<file path="src/shared/pss_regs.svh">
// Register offsets, field positions and fixed values of the power switch stream status block.
// Assumes byte addressing on a 32-bit Avalon-MM slave port.
`ifndef PSS_REGS_SVH
`define PSS_REGS_SVH

// ****************************************************************
// Register offsets
// ****************************************************************
`define PSS_STATUS_OFS     4'h0
`define PSS_CTRL_OFS       4'h4

// ****************************************************************
// Status field positions
// ****************************************************************
`define PSS_RSVD_BIT       12
`define PSS_BUSY_BIT       11
`define PSS_RISE_BIT       10
`define PSS_FALL_BIT       9
`define PSS_FLAG_BASE      9
`define PSS_NFLAGS         3
`define PSS_FLAG_FALL_IDX  0
`define PSS_FLAG_RISE_IDX  1
`define PSS_FLAG_BUSY_IDX  2
`define PSS_RSVD_VAL       1'b1

// ****************************************************************
// Command field positions and reset values
// ****************************************************************
`define PSS_CTRL_UP_BIT    0
`define PSS_CTRL_DOWN_BIT  1
`define PSS_RDATA_RST      32'h0000_0000
`define PSS_WAIT_RST       1'b1

`endif

</file>
<file path="src/shared/pss_pkg.sv">
// Types shared by the power switch stream status block and its helpers.
// Assumes the widths below match the 32-bit Avalon-MM slave port.
package pss_pkg;

  // ****************************************************************
  // Bus carriers
  // ****************************************************************
  typedef struct packed {
    logic        read;
    logic        write;
    logic [3:0]  address;
    logic [31:0] writedata;
    logic [3:0]  byteenable;
  } pss_avs_req_t;

  // ****************************************************************
  // Stream events from the serializer and settle timers
  // ****************************************************************
  typedef struct packed {
    logic start;
    logic dir_up;
    logic done;
    logic rise_expired;
    logic fall_expired;
  } pss_stream_ev_t;

  // ****************************************************************
  // Module state records
  // ****************************************************************
  typedef struct packed {
    logic waitreq;
  } pss_avs_state_t;

  typedef struct packed {
    logic flag;
  } pss_flag_state_t;

  typedef struct packed {
    logic [31:0] rdata;
    logic        rise_req;
    logic        fall_req;
    logic        dir_up;
  } pss_top_state_t;

endpackage : pss_pkg

</file>
<file path="src/hdl/pss_avs.sv">
// Avalon-MM handshake for the status block: one wait cycle, then one ready cycle.
// Assumes the master holds read or write steady until it sees waitrequest low.
`timescale 1ns/1ps

`include "pss_regs.svh"

module pss_avs (
  input  wire logic clk_in,
  input  wire logic rst_in,
  input  wire logic req_in,
  output logic      waitrequest_out,
  output logic      capture_out,
  output logic      take_out
);

  pss_pkg::pss_avs_state_t state_q;
  pss_pkg::pss_avs_state_t state_d;

  // ****************************************************************
  // Handshake
  // ****************************************************************
  // The wait cycle lets read data come from a flop while the master still waits.
  always_comb
  begin
    state_d         = state_q;
    state_d.waitreq = !(req_in && state_q.waitreq);
  end

  always_ff @(posedge clk_in or posedge rst_in)
  begin
    if (rst_in)
    begin
      state_q.waitreq <= `PSS_WAIT_RST;
    end
    else
    begin
      state_q <= state_d;
    end
  end

  assign waitrequest_out = state_q.waitreq;
  assign capture_out     = req_in && state_q.waitreq;
  assign take_out        = req_in && !state_q.waitreq;

endmodule : pss_avs

</file>
<file path="src/hdl/pss_flag.sv">
// One hardware-owned status flag with set and clear events.
// Assumes both events are single-cycle pulses on the same clock.
`timescale 1ns/1ps

module pss_flag (
  input  wire logic clk_in,
  input  wire logic rst_in,
  input  wire logic set_in,
  input  wire logic clr_in,
  output logic      flag_out
);

  pss_pkg::pss_flag_state_t state_q;
  pss_pkg::pss_flag_state_t state_d;

  // ****************************************************************
  // Flag update
  // ****************************************************************
  // A set arriving with a clear wins, so no event is lost.
  always_comb
  begin
    state_d = state_q;
    if (set_in)
    begin
      state_d.flag = 1'b1;
    end
    else if (clr_in)
    begin
      state_d.flag = 1'b0;
    end
  end

  always_ff @(posedge clk_in or posedge rst_in)
  begin
    if (rst_in)
    begin
      state_q.flag <= 1'b0;
    end
    else
    begin
      state_q <= state_d;
    end
  end

  assign flag_out = state_q.flag;

endmodule : pss_flag

</file>
<file path="src/hdl/pss_status.sv">
// Status bank of the socket power switch stream, reached over Avalon-MM with waitrequest.
// Assumes the serializer and settle timers run on clk_in and pulse their events for one cycle.
`timescale 1ns/1ps

`include "pss_regs.svh"

module pss_status (
  input  wire logic        clk_in,
  input  wire logic        rst_in,
  // Avalon-MM slave.
  input  wire logic [3:0]  avs_address_in,
  input  wire logic        avs_read_in,
  input  wire logic        avs_write_in,
  input  wire logic [31:0] avs_writedata_in,
  input  wire logic [3:0]  avs_byteenable_in,
  output logic [31:0]      avs_readdata_out,
  output logic             avs_waitrequest_out,
  // Serializer and settle timer events.
  input  wire logic        stream_start_in,
  input  wire logic        stream_dir_up_in,
  input  wire logic        stream_done_in,
  input  wire logic        rise_expired_in,
  input  wire logic        fall_expired_in,
  // Software stream requests towards the serializer.
  output logic             rise_req_out,
  output logic             fall_req_out,
  // Status flags for the rest of the controller.
  output logic             switch_stream_busy_out,
  output logic             rise_settle_pending_out,
  output logic             fall_settle_pending_out
);

  // ****************************************************************
  // Carriers
  // ****************************************************************
  pss_pkg::pss_avs_req_t   bus;
  pss_pkg::pss_stream_ev_t ev;
  pss_pkg::pss_top_state_t state_q;
  pss_pkg::pss_top_state_t state_d;

  logic                    capture;
  logic                    take;
  logic [`PSS_NFLAGS-1:0]  flag_set;
  logic [`PSS_NFLAGS-1:0]  flag_clr;
  logic [`PSS_NFLAGS-1:0]  flags;
  logic [31:0]             status_word;
  logic                    ctrl_write;

  assign bus.read       = avs_read_in;
  assign bus.write      = avs_write_in;
  assign bus.address    = avs_address_in;
  assign bus.writedata  = avs_writedata_in;
  assign bus.byteenable = avs_byteenable_in;

  assign ev.start        = stream_start_in;
  assign ev.dir_up       = stream_dir_up_in;
  assign ev.done         = stream_done_in;
  assign ev.rise_expired = rise_expired_in;
  assign ev.fall_expired = fall_expired_in;

  // ****************************************************************
  // Bus handshake
  // ****************************************************************
  pss_avs u_avs (
    .clk_in          (clk_in),
    .rst_in          (rst_in),
    .req_in          (bus.read || bus.write),
    .waitrequest_out (avs_waitrequest_out),
    .capture_out     (capture),
    .take_out        (take)
  );

  // ****************************************************************
  // Status flags
  // ****************************************************************
  // Busy follows the stream itself; a new start in the done cycle keeps it set.
  assign flag_set[`PSS_FLAG_BUSY_IDX] = ev.start;
  assign flag_clr[`PSS_FLAG_BUSY_IDX] = ev.done;

  // The direction is latched at start because the serializer need not hold it.
  assign flag_set[`PSS_FLAG_RISE_IDX] = ev.done && state_q.dir_up;
  assign flag_clr[`PSS_FLAG_RISE_IDX] = ev.rise_expired;

  assign flag_set[`PSS_FLAG_FALL_IDX] = ev.done && !state_q.dir_up;
  assign flag_clr[`PSS_FLAG_FALL_IDX] = ev.fall_expired;

  generate
    for (genvar i = 0; i < `PSS_NFLAGS; i++)
    begin : g_flag
      pss_flag u_flag (
        .clk_in   (clk_in),
        .rst_in   (rst_in),
        .set_in   (flag_set[i]),
        .clr_in   (flag_clr[i]),
        .flag_out (flags[i])
      );
    end
  endgenerate

  // ****************************************************************
  // Read view
  // ****************************************************************
  always_comb
  begin
    status_word                                             = 32'h0000_0000;
    status_word[`PSS_RSVD_BIT]                              = `PSS_RSVD_VAL;
    status_word[`PSS_FLAG_BASE +: `PSS_NFLAGS]              = flags;
  end

  // Only the command word accepts writes; the status word has no writable bit.
  assign ctrl_write = take && bus.write && (bus.address == `PSS_CTRL_OFS)
                      && bus.byteenable[0];

  // ****************************************************************
  // Next state
  // ****************************************************************
  always_comb
  begin
    state_d          = state_q;
    state_d.rise_req = 1'b0;
    state_d.fall_req = 1'b0;
    if (ev.start)
    begin
      state_d.dir_up = ev.dir_up;
    end
    if (capture && bus.read)
    begin
      if (bus.address == `PSS_STATUS_OFS)
      begin
        state_d.rdata = status_word;
      end
      else
      begin
        state_d.rdata = 32'h0000_0000;
      end
    end
    // A request while a stream runs would overlap frames on the switch, so it is dropped.
    if (ctrl_write && !flags[`PSS_FLAG_BUSY_IDX])
    begin
      state_d.rise_req = bus.writedata[`PSS_CTRL_UP_BIT];
      state_d.fall_req = bus.writedata[`PSS_CTRL_DOWN_BIT]
                         && !bus.writedata[`PSS_CTRL_UP_BIT];
    end
  end

  always_ff @(posedge clk_in or posedge rst_in)
  begin
    if (rst_in)
    begin
      state_q.rdata    <= `PSS_RDATA_RST;
      state_q.rise_req <= 1'b0;
      state_q.fall_req <= 1'b0;
      state_q.dir_up   <= 1'b0;
    end
    else
    begin
      state_q <= state_d;
    end
  end

  // ****************************************************************
  // Outputs
  // ****************************************************************
  assign avs_readdata_out        = state_q.rdata;
  assign rise_req_out            = state_q.rise_req;
  assign fall_req_out            = state_q.fall_req;
  assign switch_stream_busy_out  = flags[`PSS_FLAG_BUSY_IDX];
  assign rise_settle_pending_out = flags[`PSS_FLAG_RISE_IDX];
  assign fall_settle_pending_out = flags[`PSS_FLAG_FALL_IDX];

endmodule : pss_status

</file>
<file path="config.mk">
export PLATFORM = sky130hd
export DESIGN_NAME = pss_status
export DESIGN_NICKNAME = d
export VERILOG_FILES = /design/src/shared/pss_pkg.sv /design/src/hdl/pss_avs.sv /design/src/hdl/pss_flag.sv /design/src/hdl/pss_status.sv
export VERILOG_INCLUDE_DIRS = /design/src /design/src/shared
export SDC_FILE = /design/constraint.sdc
export NUM_CORES = 1
export LEC_CHECK = 0
export BUFFER_PORTS_ARGS = -buffer_cell sky130_fd_sc_hd__buf_2
export CELL_PAD_IN_SITES_DETAIL_PLACEMENT = 0
export CELL_PAD_IN_SITES_GLOBAL_PLACEMENT = 1
export CORE_MARGIN = 2
export CORE_UTILIZATION = 18
export DETAILED_ROUTE_END_ITERATION = 7
export GPL_ROUTABILITY_DRIVEN = 0
export PLACE_DENSITY = 0.83
export SYNTH_ARGS = -nofsm -noshare
export SYNTH_HDL_FRONTEND = slang
export SYNTH_SLANG_ARGS = --single-unit
</file>
<file path="constraint.sdc">
create_clock -name clk_in -period 1.1 [get_ports clk_in]
set_input_delay 0.275 -clock clk_in [delete_from_list [all_inputs] [get_ports clk_in]]
set_output_delay 0.275 -clock clk_in [all_outputs]
set_load 0.005 [all_outputs]
</file>
== Word level (Yosys, flattened, before mapping) ==
Index checks and enable logic that the tools add are counted.

* Register bits: 39
* Bits of input ports: 49
* Output and inout bits: 38
* Word-level logic and storage cells: 37

* Equality and inequality tests: 1
* Mux-type cells: 8
* Reductions and logical operators: 20

{| class="wikitable"
|+ Operators with widths
! kind !! count
|-
| two-way mux 13 bit || 1
|-
| logical AND 1 bit || 10
|-
| two-way mux 1 bit || 6
|-
| nonzero test 2 bit || 3
|-
| logical NOT 1 bit || 5
|-
| == test 4 x 3 -> 1 bit, second input constant || 1
|-
| logical NOT 4 bit || 1
|-
| two-way mux 2 bit || 1
|-
| logical OR 1 bit || 1
|}

== Longest topological paths before layout ==
Gate-level depths: netlist (run 1).

* Depth after elaboration: 7
* Depth in mapped cells: 2

== Cells and area by module ==
A second synthesis (run 1) with hierarchy kept.

* Cells, all modules: 79
* Area, all modules: 773.2 um^2

{| class="wikitable"
|+ By module, submodules not included
! module !! instances !! cells each !! area an instance (um^2) !! sequential area each (um^2)
|-
| pss_status || 1 || 62 || 603.1 || 175.2
|-
| pss_flag || 3 || 4 || 40.0 || 25.0
|-
| pss_avs || 1 || 5 || 50.0 || 26.3
|}

== Least setup slack after synthesis (run 1) ==
No wires, ideal clock.

* Path kind: reg2reg
* From: reg g_flag[2].u_flag.state_q
* To: reg state_q, in the netlist fall_req_out
* Arrival time: 1,060 ps
* Data required time: 1,004 ps
* Setup slack: -56 ps
* Cell stages (with the launch flop): 3
* Path through: dfrtp_1 -> or4_4 -> nor4_2

{| class="wikitable"
|+ RTL lines
! what !! line !! source
|-
| start, declared || pss_flag.sv:13 || <nowiki>pss_pkg::pss_flag_state_t state_q;</nowiki>
|-
| start signal, assigned || pss_flag.sv:41 || <nowiki>state_q <= state_d;</nowiki>
|-
| end signal, assigned || pss_status.sv:157 || <nowiki>state_q <= state_d;</nowiki>
|-
| end, declared || pss_status.sv:38 || <nowiki>pss_pkg::pss_top_state_t state_q;</nowiki>
|}

== Final worst setup path (run 1) ==
* From: reg u_avs.state_q (netlist: u_avs.waitrequest_out)
* To: out avs_waitrequest_out

{| class="wikitable"
|+ RTL lines
! what !! line !! source
|-
| start, declared || pss_avs.sv:16 || <nowiki>pss_pkg::pss_avs_state_t state_q;</nowiki>
|-
| start signal, assigned || pss_avs.sv:37 || <nowiki>state_q <= state_d;</nowiki>
|-
| end, declared || pss_status.sv:17 || <nowiki>output logic avs_waitrequest_out,</nowiki>
|}

No word-level cell between the ends.

==> results_dict.tcl, run 1 <==
set metrics [dict create \
    outcome "finished, violations left" \
    violations "negative setup slack" \
    crit_type "reg2out" \
    ant_nets 0 \
    io_pins 87 \
    antenna_found_initial 0 \
    wl_per_cell_um 8.86 \
    final_nets 147 \
    dr.pass1.iters 4 \
    grt_pass1_wl_um 1860 \
    critPathMaxStageDelay_ns 0.53 \
    wl_um 1290 \
    vias 481 \
    cts_buffers 3 \
    dr.first_iter.drc_count 27 \
    die_w_um 66.8 \
    syn_area_um2 709 \
    port_buffers 25 \
    fillers 408 \
    crit_buf_inv 1 \
    worst_slack_ns -0.0404 \
    ys.flop_type "dfrtp_1" \
    n_antenna_cell 0 \
    cpMaxStageDelayCell "dfstp_2" \
    place_hpwl_um 1060 \
    synth_common_cells "buf_4, dfrtp_1, inv_1" \
    cellLeakagePower_uw 0.000450 \
    cts_tree "built" \
    synth-edff-count 0 \
    slew_viol_final 0 \
    clockBufferDepth 2 \
    clock-sinks 11 \
    multi_input_comb_area_um2 272 \
    reg2reg_setup_slack_ns 0 \
    yosysWarnings 0 \
    start_util 0.191 \
    ys_async_sr_fraction 1.00 \
    timing.fmax_mhz 877 \
    synth_cell_type_count 19 \
    syn_to_final_growth_pct 17.5 \
    chipHeight_um 66.8 \
    core_area_mm2 0.00372 \
    fin_area_um2 833 \
    drv_cap 0 \
    grt-ovfl-total 0 \
    clkLatencyLatePin_ns 0.23 \
    crit_family "flip-flops" \
    fin_crit_sh 1.04 \
    avgViaCountPerCell 3.32 \
    placed_cell_area_um2 763 \
    route.detailed.drc 0 \
    synth_top_area_cell "dfrtp_1" \
    grt_use_total 0.0572 \
    die-area_mm2 0.00446 \
    hold_path_class "in2async" \
    critPathLaunchType "flop" \
    crit_arrival_ns 0.87 \
    h-tree-depth 1 \
    p_per_area_mw_per_mm2 1200 \
    vdd_drop_max_v 0.000295 \
    netlist_instances 70 \
    place_worst_setup_slack_ns -0.0728 \
    post-synth-top-count-cell "buf_4" \
    synth_area_leaders "dfrtp_1, buf_4, dfstp_2" \
    rows 22 \
    worst_ep_required_time_ns 0.82 \
    crit_path_end_kind "primary output" \
    clock_skew_ns 0.00346 \
    setup_viol_count_final 2 \
    hold_violations 0 \
    grt_pass1_vias 402 \
    cp_cell_sequence "buf_2" \
    worstPathMaxFanout 2 \
    cts_root_buffer "clkbuf_8" \
    synth-seq-area-share 0.390 \
    seq_area_um2 277 \
    rsz0062_at_grt "true" \
    post-synth-top-area-fraction 0.353 \
    synth-seq-cells 11 \
    avgSynthCellArea_um2 10.1 \
    cts.clk_slew.worst_paths_ns 0.05 \
    grt_max_degree 12 \
    final_layout_size_suffix_gt1_frac 0.412 \
    finalSetupTns_ns -0.0646 \
    fin_crit_ns 1.14 \
]
final cells by class:
type / count / area share
clock buffer: 4 / 0.0541
sequential: 11 / 0.332
multi-input combinational: 48 / 0.326
timing repair buffer: 28 / 0.189
tap: 48 / 0.0721
inverter: 6 / 0.0270
cells in the final DEF (no fill, tap or decap), drive strengths merged:
cell type | netlist | final
mux2 | 1 | 1
a21o | 1 | 1
clkbuf | 0 | 4
nor3 | 1 | 1
a21bo | 2 | 2
o2bb2ai | 2 | 2
o21ai | 2 | 2
conb | 1 | 28
nand3b | 1 | 1
nand4b | 2 | 2
o31ai | 2 | 2
dfstp | 1 | 1
buf | 32 | 28
nand2 | 2 | 2
or3 | 1 | 1
inv | 6 | 6
dfrtp | 10 | 10
o22ai | 1 | 1
nor4 | 1 | 1
or4 | 1 | 1
sequential cells by signal (all words and copies together), names as in the netlist:
register and cells:
avs_readdata_out 4, g_flag.u_flag.flag_out 3, fall_req_out 1, rise_req_out 1
state_q 1, u_avs.waitrequest_out 1
power breakdown:
group / switching (uW) / total [uW] / internal (uW)
clock network: 140 / 393 / 253
registers: 14.9 / 449 / 434
logic: 88.3 / 161 / 72.9
per-layer routing:
layer  GRT usage  wire length [um]  up-vias
met5           0                 0        -
met4      0.0383                 5        0
met3      0.0101               159        2
met2       0.104               694       32
met1      0.0595               425      223
li1            -                 -      224
worst paths after layout:
| check | startpoint | to | depth (start not counted) |
|---|---|---|---|
| setup / recovery | u_avs.waitrequest_out | avs_waitrequest_out | 1 |
| hold / removal | rst_in | g_flag[1].u_flag.flag_out | 2 |
| setup reg to reg | u_avs.waitrequest_out | fall_req_out | 3 |
| hold reg to reg | avs_readdata_out[12] | avs_readdata_out[12] | 1 |
| max in group asynchronous | rst_in | u_avs.waitrequest_out | 2 |
| min in group clk_in | avs_writedata_in[0] | fall_req_out | 2 |
cell families (layout without fill, tap and decap cells):
family,after synthesis,count (layout),synth area share
buffers and inverters,38,38,0.370
flip-flops,11,11,0.390
AO/OA/AOI/OAI,10,10,0.109
AND/OR/NAND/NOR,9,9,0.109
other,1,28,0.00529
multiplexers,1,1,0.0159
through the flow:
| step | utilization | hold WS (ns) | total power [uW] | cells |
|---|---|---|---|---|
| finish | 0.224 | 0.0281 | 1000 | 145 |
| global route | 0.224 | 0.0662 | 1070 | 145 |
| CTS | 0.224 | 0.0372 | 1020 | 145 |
| detailed placement | 0.205 | 0.289 | 600 | 139 |
| global placement | 0.205 | 0.282 | 596 | 139 |
| floorplan | - | 0.127 | 608 | 97 |
repair_timing:
action                     4_1_cts  5_1_grt
setup buffers                    2        0
setup endpoints to repair        2        5
gates resized for setup          2        0
hold buffers                     0        0
Note: power is estimated with default switching activity, not from simulation.
==> inputs of run 2 (changes only) <==
==> constraint.sdc (replaced) <==
create_clock -name clk_in -period 1.1 [get_ports clk_in]
set_input_delay 0.275 -clock clk_in [delete_from_list [all_inputs] [get_ports clk_in]]
set_output_delay 0.275 -clock clk_in [all_outputs]
set_load 0.02 [all_outputs]
==> results_dict.tcl, run 2 (same netlist as run 1, synthesis figures left out) <==
set metrics [dict create \
    outcome "finished, violations left" \
    violations "negative setup slack" \
    cp_cell_sequence "buf_6" \
    start_util 0.191 \
    placed_cell_area_um2 764 \
    hold_path_class "in2async" \
    ant_nets 0 \
    cpMaxStageDelayCell "dfstp_2" \
    setup_viol_count_final 2 \
    drv_cap 0 \
    fin_area_um2 841 \
    critPathMaxStageDelay_ns 0.54 \
    syn_to_final_growth_pct 18.5 \
    cts_root_buffer "clkbuf_8" \
    clkLatencyLatePin_ns 0.23 \
    rows 22 \
    cellLeakagePower_uw 0.000451 \
    worst_ep_required_time_ns 0.82 \
    crit_arrival_ns 0.88 \
    cts.clk_slew.worst_paths_ns 0.05 \
    layout_commonest_cell "conb_1" \
    grt_use_met1 0.0504 \
    avgViaCountPerCell 3.21 \
    place_hpwl_um 1070 \
    n_antenna_cell 0 \
    hold_violations 0 \
    wl_um 1250 \
    crit_buf_inv 1 \
    slew_viol_final 0 \
    p_per_area_mw_per_mm2 1300 \
    route.detailed.drc 0 \
    grt_pass1_vias 405 \
    r2r-start "u_avs.waitrequest_out" \
    die-area_mm2 0.00446 \
    reg2reg_depth 3 \
    chipHeight_um 66.8 \
    busiest_layer "met2" \
    clock_skew_ns 0.00238 \
    crit_path_end_kind "primary output" \
    h-tree-depth 1 \
    final_layout_size_suffix_gt1_frac 0.423 \
    antenna_found_initial 0 \
    grt-ovfl-total 0 \
    largest_reg_flops 4 \
    grt_use_met3 0.0101 \
    core_area_mm2 0.00372 \
    r2r-end "avs_readdata_out[9]" \
    crit_family "flip-flops" \
    critPathLaunchType "flop" \
    fin_crit_ns 1.16 \
    grt_use_met2 0.103 \
    grt_max_degree 12 \
    worstPathMaxFanout 2 \
    worst_slack_ns -0.0580 \
    cts_tree "built" \
    rsz0062_at_grt "true" \
    timing.fmax_mhz 864 \
    wl_per_cell_um 8.61 \
    grt_pass1_wl_um 1730 \
    io_pins 87 \
    fin_util 0.226 \
    layout_common_cells "conb_1, buf_2, dfrtp_1" \
    port_buffers 25 \
    clockBufferDepth 2 \
    final_nets 147 \
    dr.pass1.iters 2 \
    die_w_um 66.8 \
    fin_crit_sh 1.05 \
    grt_use_total 0.0537 \
    dr.first_iter.drc_count 5 \
    vias 465 \
    fillers 413 \
    clock-sinks 11 \
    cts_buffers 3 \
    reg2reg_setup_slack_ns 0.01 \
    crit_type "reg2out" \
    vdd_drop_max_v 0.000293 \
]
[run 2: cell counts in the layout (fill, tap and decap cells not counted)]
No cell type changed its count.
[run 2: repair_timing]
item                       CTS  global route
hold buffers                 0             0
gates resized for setup      5             0
setup endpoints to repair    2             5
setup buffers                2             0
[run 2: worst max path at each step]
stage	endpoint	cells past startpoint	slack, ns	startpoint
6_report	avs_waitrequest_out	1	-0.06	u_avs.waitrequest_out
4_1_cts	avs_waitrequest_out	1	-0.07	u_avs.waitrequest_out
3_3_place_gp	fall_req_out	3	-0.05	avs_address_in[3]
2_1_floorplan	fall_req_out	2	0.005	g_flag[2].u_flag.flag_out
5_1_grt	switch_stream_busy_out	2	-0.08	g_flag[2].u_flag.flag_out
3_5_place_dp	fall_req_out	3	-0.06	avs_address_in[3]
[run 2: where the power goes]
part           total (uW)  internal [uW]  switching, uW
sequential            451            435           16.0
clock                 389            253            136
combinational         252           78.8            174
[run 2: layout make-up]
class	count	area, um2	area share
Clock buffer	4	45.0	0.0536
Tap cell	48	60.1	0.0714
Multi-Input combinational cell	48	272	0.323
Timing Repair Buffer	28	164	0.195
Sequential cell	11	278	0.330
Inverter	6	22.5	0.0268
[run 2: stage by stage]
stage	std cells	power (uW)	hold slack, ns	setup TNS (ns)	worst slack, ns
2_1_floorplan	97	700	0.127	0	0.00498
5_1_grt	145	1160	0.0699	-0.334	-0.0798
4_1_cts	145	1110	0.0360	-0.151	-0.0707
3_3_place_gp	139	684	0.284	-0.0695	-0.0497
6_report	145	1090	0.0231	-0.112	-0.0580
3_5_place_dp	139	688	0.288	-0.110	-0.0626
[run 2: worst register-to-register path: stages, from the launching register on]
cell	delay, ns
dfstp_2	0.54
buf_4	0.14
nand3b_1	0.12
o31ai_1	0.20
[run 2: metal layers]
| metal | share of wire | wire (um) | up-vias |
|---|---|---|---|
| met5 | 0 | 0 | - |
| met4 | 0.0064 | 8 | 0 |
| met1 | 0.36 | 444 | 212 |
| met3 | 0.11 | 132 | 2 |
| li1 | - | - | 224 |
| met2 | 0.53 | 665 | 27 |
==> inputs of run 3 (changes only) <==
Settings changed: REMOVE_ABC_BUFFERS set to 1.
==> results_dict.tcl, run 3 (same netlist as run 1, synthesis figures left out) <==
set metrics [dict create \
    critPathMaxStageDelay_ns 0.54 \
    antenna_found_initial 0 \
    multi_input_comb_area_um2 272 \
    worst_ep_required_time_ns 0.82 \
    crit_arrival_ns 0.89 \
    grt_pass1_vias 422 \
    r2r-start "u_avs.waitrequest_out" \
    dr.pass1.iters 2 \
    worstPathMaxFanout 2 \
    r2r-end "avs_readdata_out[9]" \
    grt_max_degree 12 \
    avgViaCountPerCell 3.25 \
    rows 22 \
    cellLeakagePower_uw 0.000452 \
    chipHeight_um 66.8 \
    crit_type "reg2out" \
    hold_violations 0 \
    port_buffers 25 \
    cts_root_buffer "clkbuf_8" \
    cts.clk_slew.worst_paths_ns 0.05 \
    timing.fmax_mhz 860 \
    grt-ovfl-total 0 \
    die-area_mm2 0.00446 \
    start_util 0.191 \
    ant_nets 0 \
    dr.first_iter.drc_count 2 \
    slew_viol_final 0 \
    n_antenna_cell 0 \
    rsz0062_at_grt "true" \
    crit_buf_inv 1 \
    clockBufferDepth 2 \
    vias 471 \
    grt_pass1_wl_um 2010 \
    cts_tree "built" \
    reg2reg_setup_slack_ns -0.02 \
    cts_buffers 3 \
    final_layout_size_suffix_gt1_frac 0.412 \
    wl_per_cell_um 9.17 \
    final_nets 147 \
    fin_util 0.226 \
    die_w_um 66.8 \
    clock-sinks 11 \
    drv_cap 0 \
    place_hpwl_um 1120 \
    clkLatencyLatePin_ns 0.24 \
    p_per_area_mw_per_mm2 1320 \
    layout_commonest_cell "conb_1" \
    worst_slack_ns -0.0630 \
    vdd_drop_max_v 0.000801 \
    finalSetupTns_ns -0.127 \
    stdcell_count 145 \
    placed_cell_area_um2 763 \
    fin_crit_sh 1.06 \
    hold_path_class "in2async" \
    layout_common_cells "conb_1, buf_2, dfrtp_1" \
    numPlacedInstances 139 \
    setup_viol_count_final 4 \
    crit_family "flip-flops" \
    cp_cell_sequence "buf_6" \
    largest_reg_flops 4 \
    crit_path_end_kind "primary output" \
    grt_use_total 0.0640 \
    h-tree-depth 1 \
    fin_crit_ns 1.16 \
    seq_area_um2 277 \
    io_pins 87 \
    clock_skew_ns 0.00504 \
    reg2reg_depth 3 \
    cpMaxStageDelayCell "dfstp_2" \
    hold_buffers 0 \
    fillers 437 \
    violations "negative setup slack" \
    outcome "finished, violations left" \
    core_area_mm2 0.00372 \
    critPathLaunchType "flop" \
    wl_um 1330 \
    syn_to_final_growth_pct 18.3 \
    fin_area_um2 840 \
    route.detailed.drc 0 \
]
## run 3: layer usage
layer  GRT usage  wire length (um)  vias to the layer above  share of wire
li1            -                 -                      225              -
met1      0.0731               533                      210           0.40
met2      0.0988               606                       36           0.46
met3      0.0422               189                        0           0.14
met4      0.0153                 0                        0              0
met5           0                 0                        -              0
## run 3: through the flow
stage               worst slack, ns  total power (uW)  hold WS (ns)
floorplan                    -0.138               615         0.127
global placement            -0.0762               686         0.281
detailed placement          -0.0747               689         0.300
CTS                         -0.0816              1120        0.0453
global route                -0.0857              1170        0.0826
finish                      -0.0630              1100        0.0298
## run 3: where the power goes
group	leakage, uW	internal, uW	switching, uW
clock	0.0000228	254	148
combinational	0.000289	78.8	176
sequential	0.000141	434	14.2
total	0.000452	767	338
## run 3: timing repair
action                                  4_1_cts  5_1_grt
gates resized for setup                       4        1
pin swaps                                     1        0
gates cloned                                  0        0
endpoints found under the setup margin        4        5
setup buffers                                 2        0
hold endpoints to repair                      0        0
## run 3: cell type report
class                           count  share of cell area
Sequential cell                    11               0.329
Multi-Input combinational cell     48               0.323
Timing Repair Buffer               28               0.195
Tap cell                           48              0.0715
Clock buffer                        4              0.0537
Inverter                            6              0.0268
## run 3: worst max-delay path by stage
stage                                          from                    to  slack (ns)  depth (start not counted)
after floorplan           g_flag[2].u_flag.flag_out          fall_req_out       -0.14                          2
after global placement    g_flag[2].u_flag.flag_out          fall_req_out       -0.08                          2
after detailed placement  g_flag[2].u_flag.flag_out          fall_req_out       -0.07                          2
after CTS                     u_avs.waitrequest_out   avs_waitrequest_out       -0.08                          1
after global routing          u_avs.waitrequest_out  avs_readdata_out[10]       -0.09                          3
final                         u_avs.waitrequest_out   avs_waitrequest_out       -0.06                          1
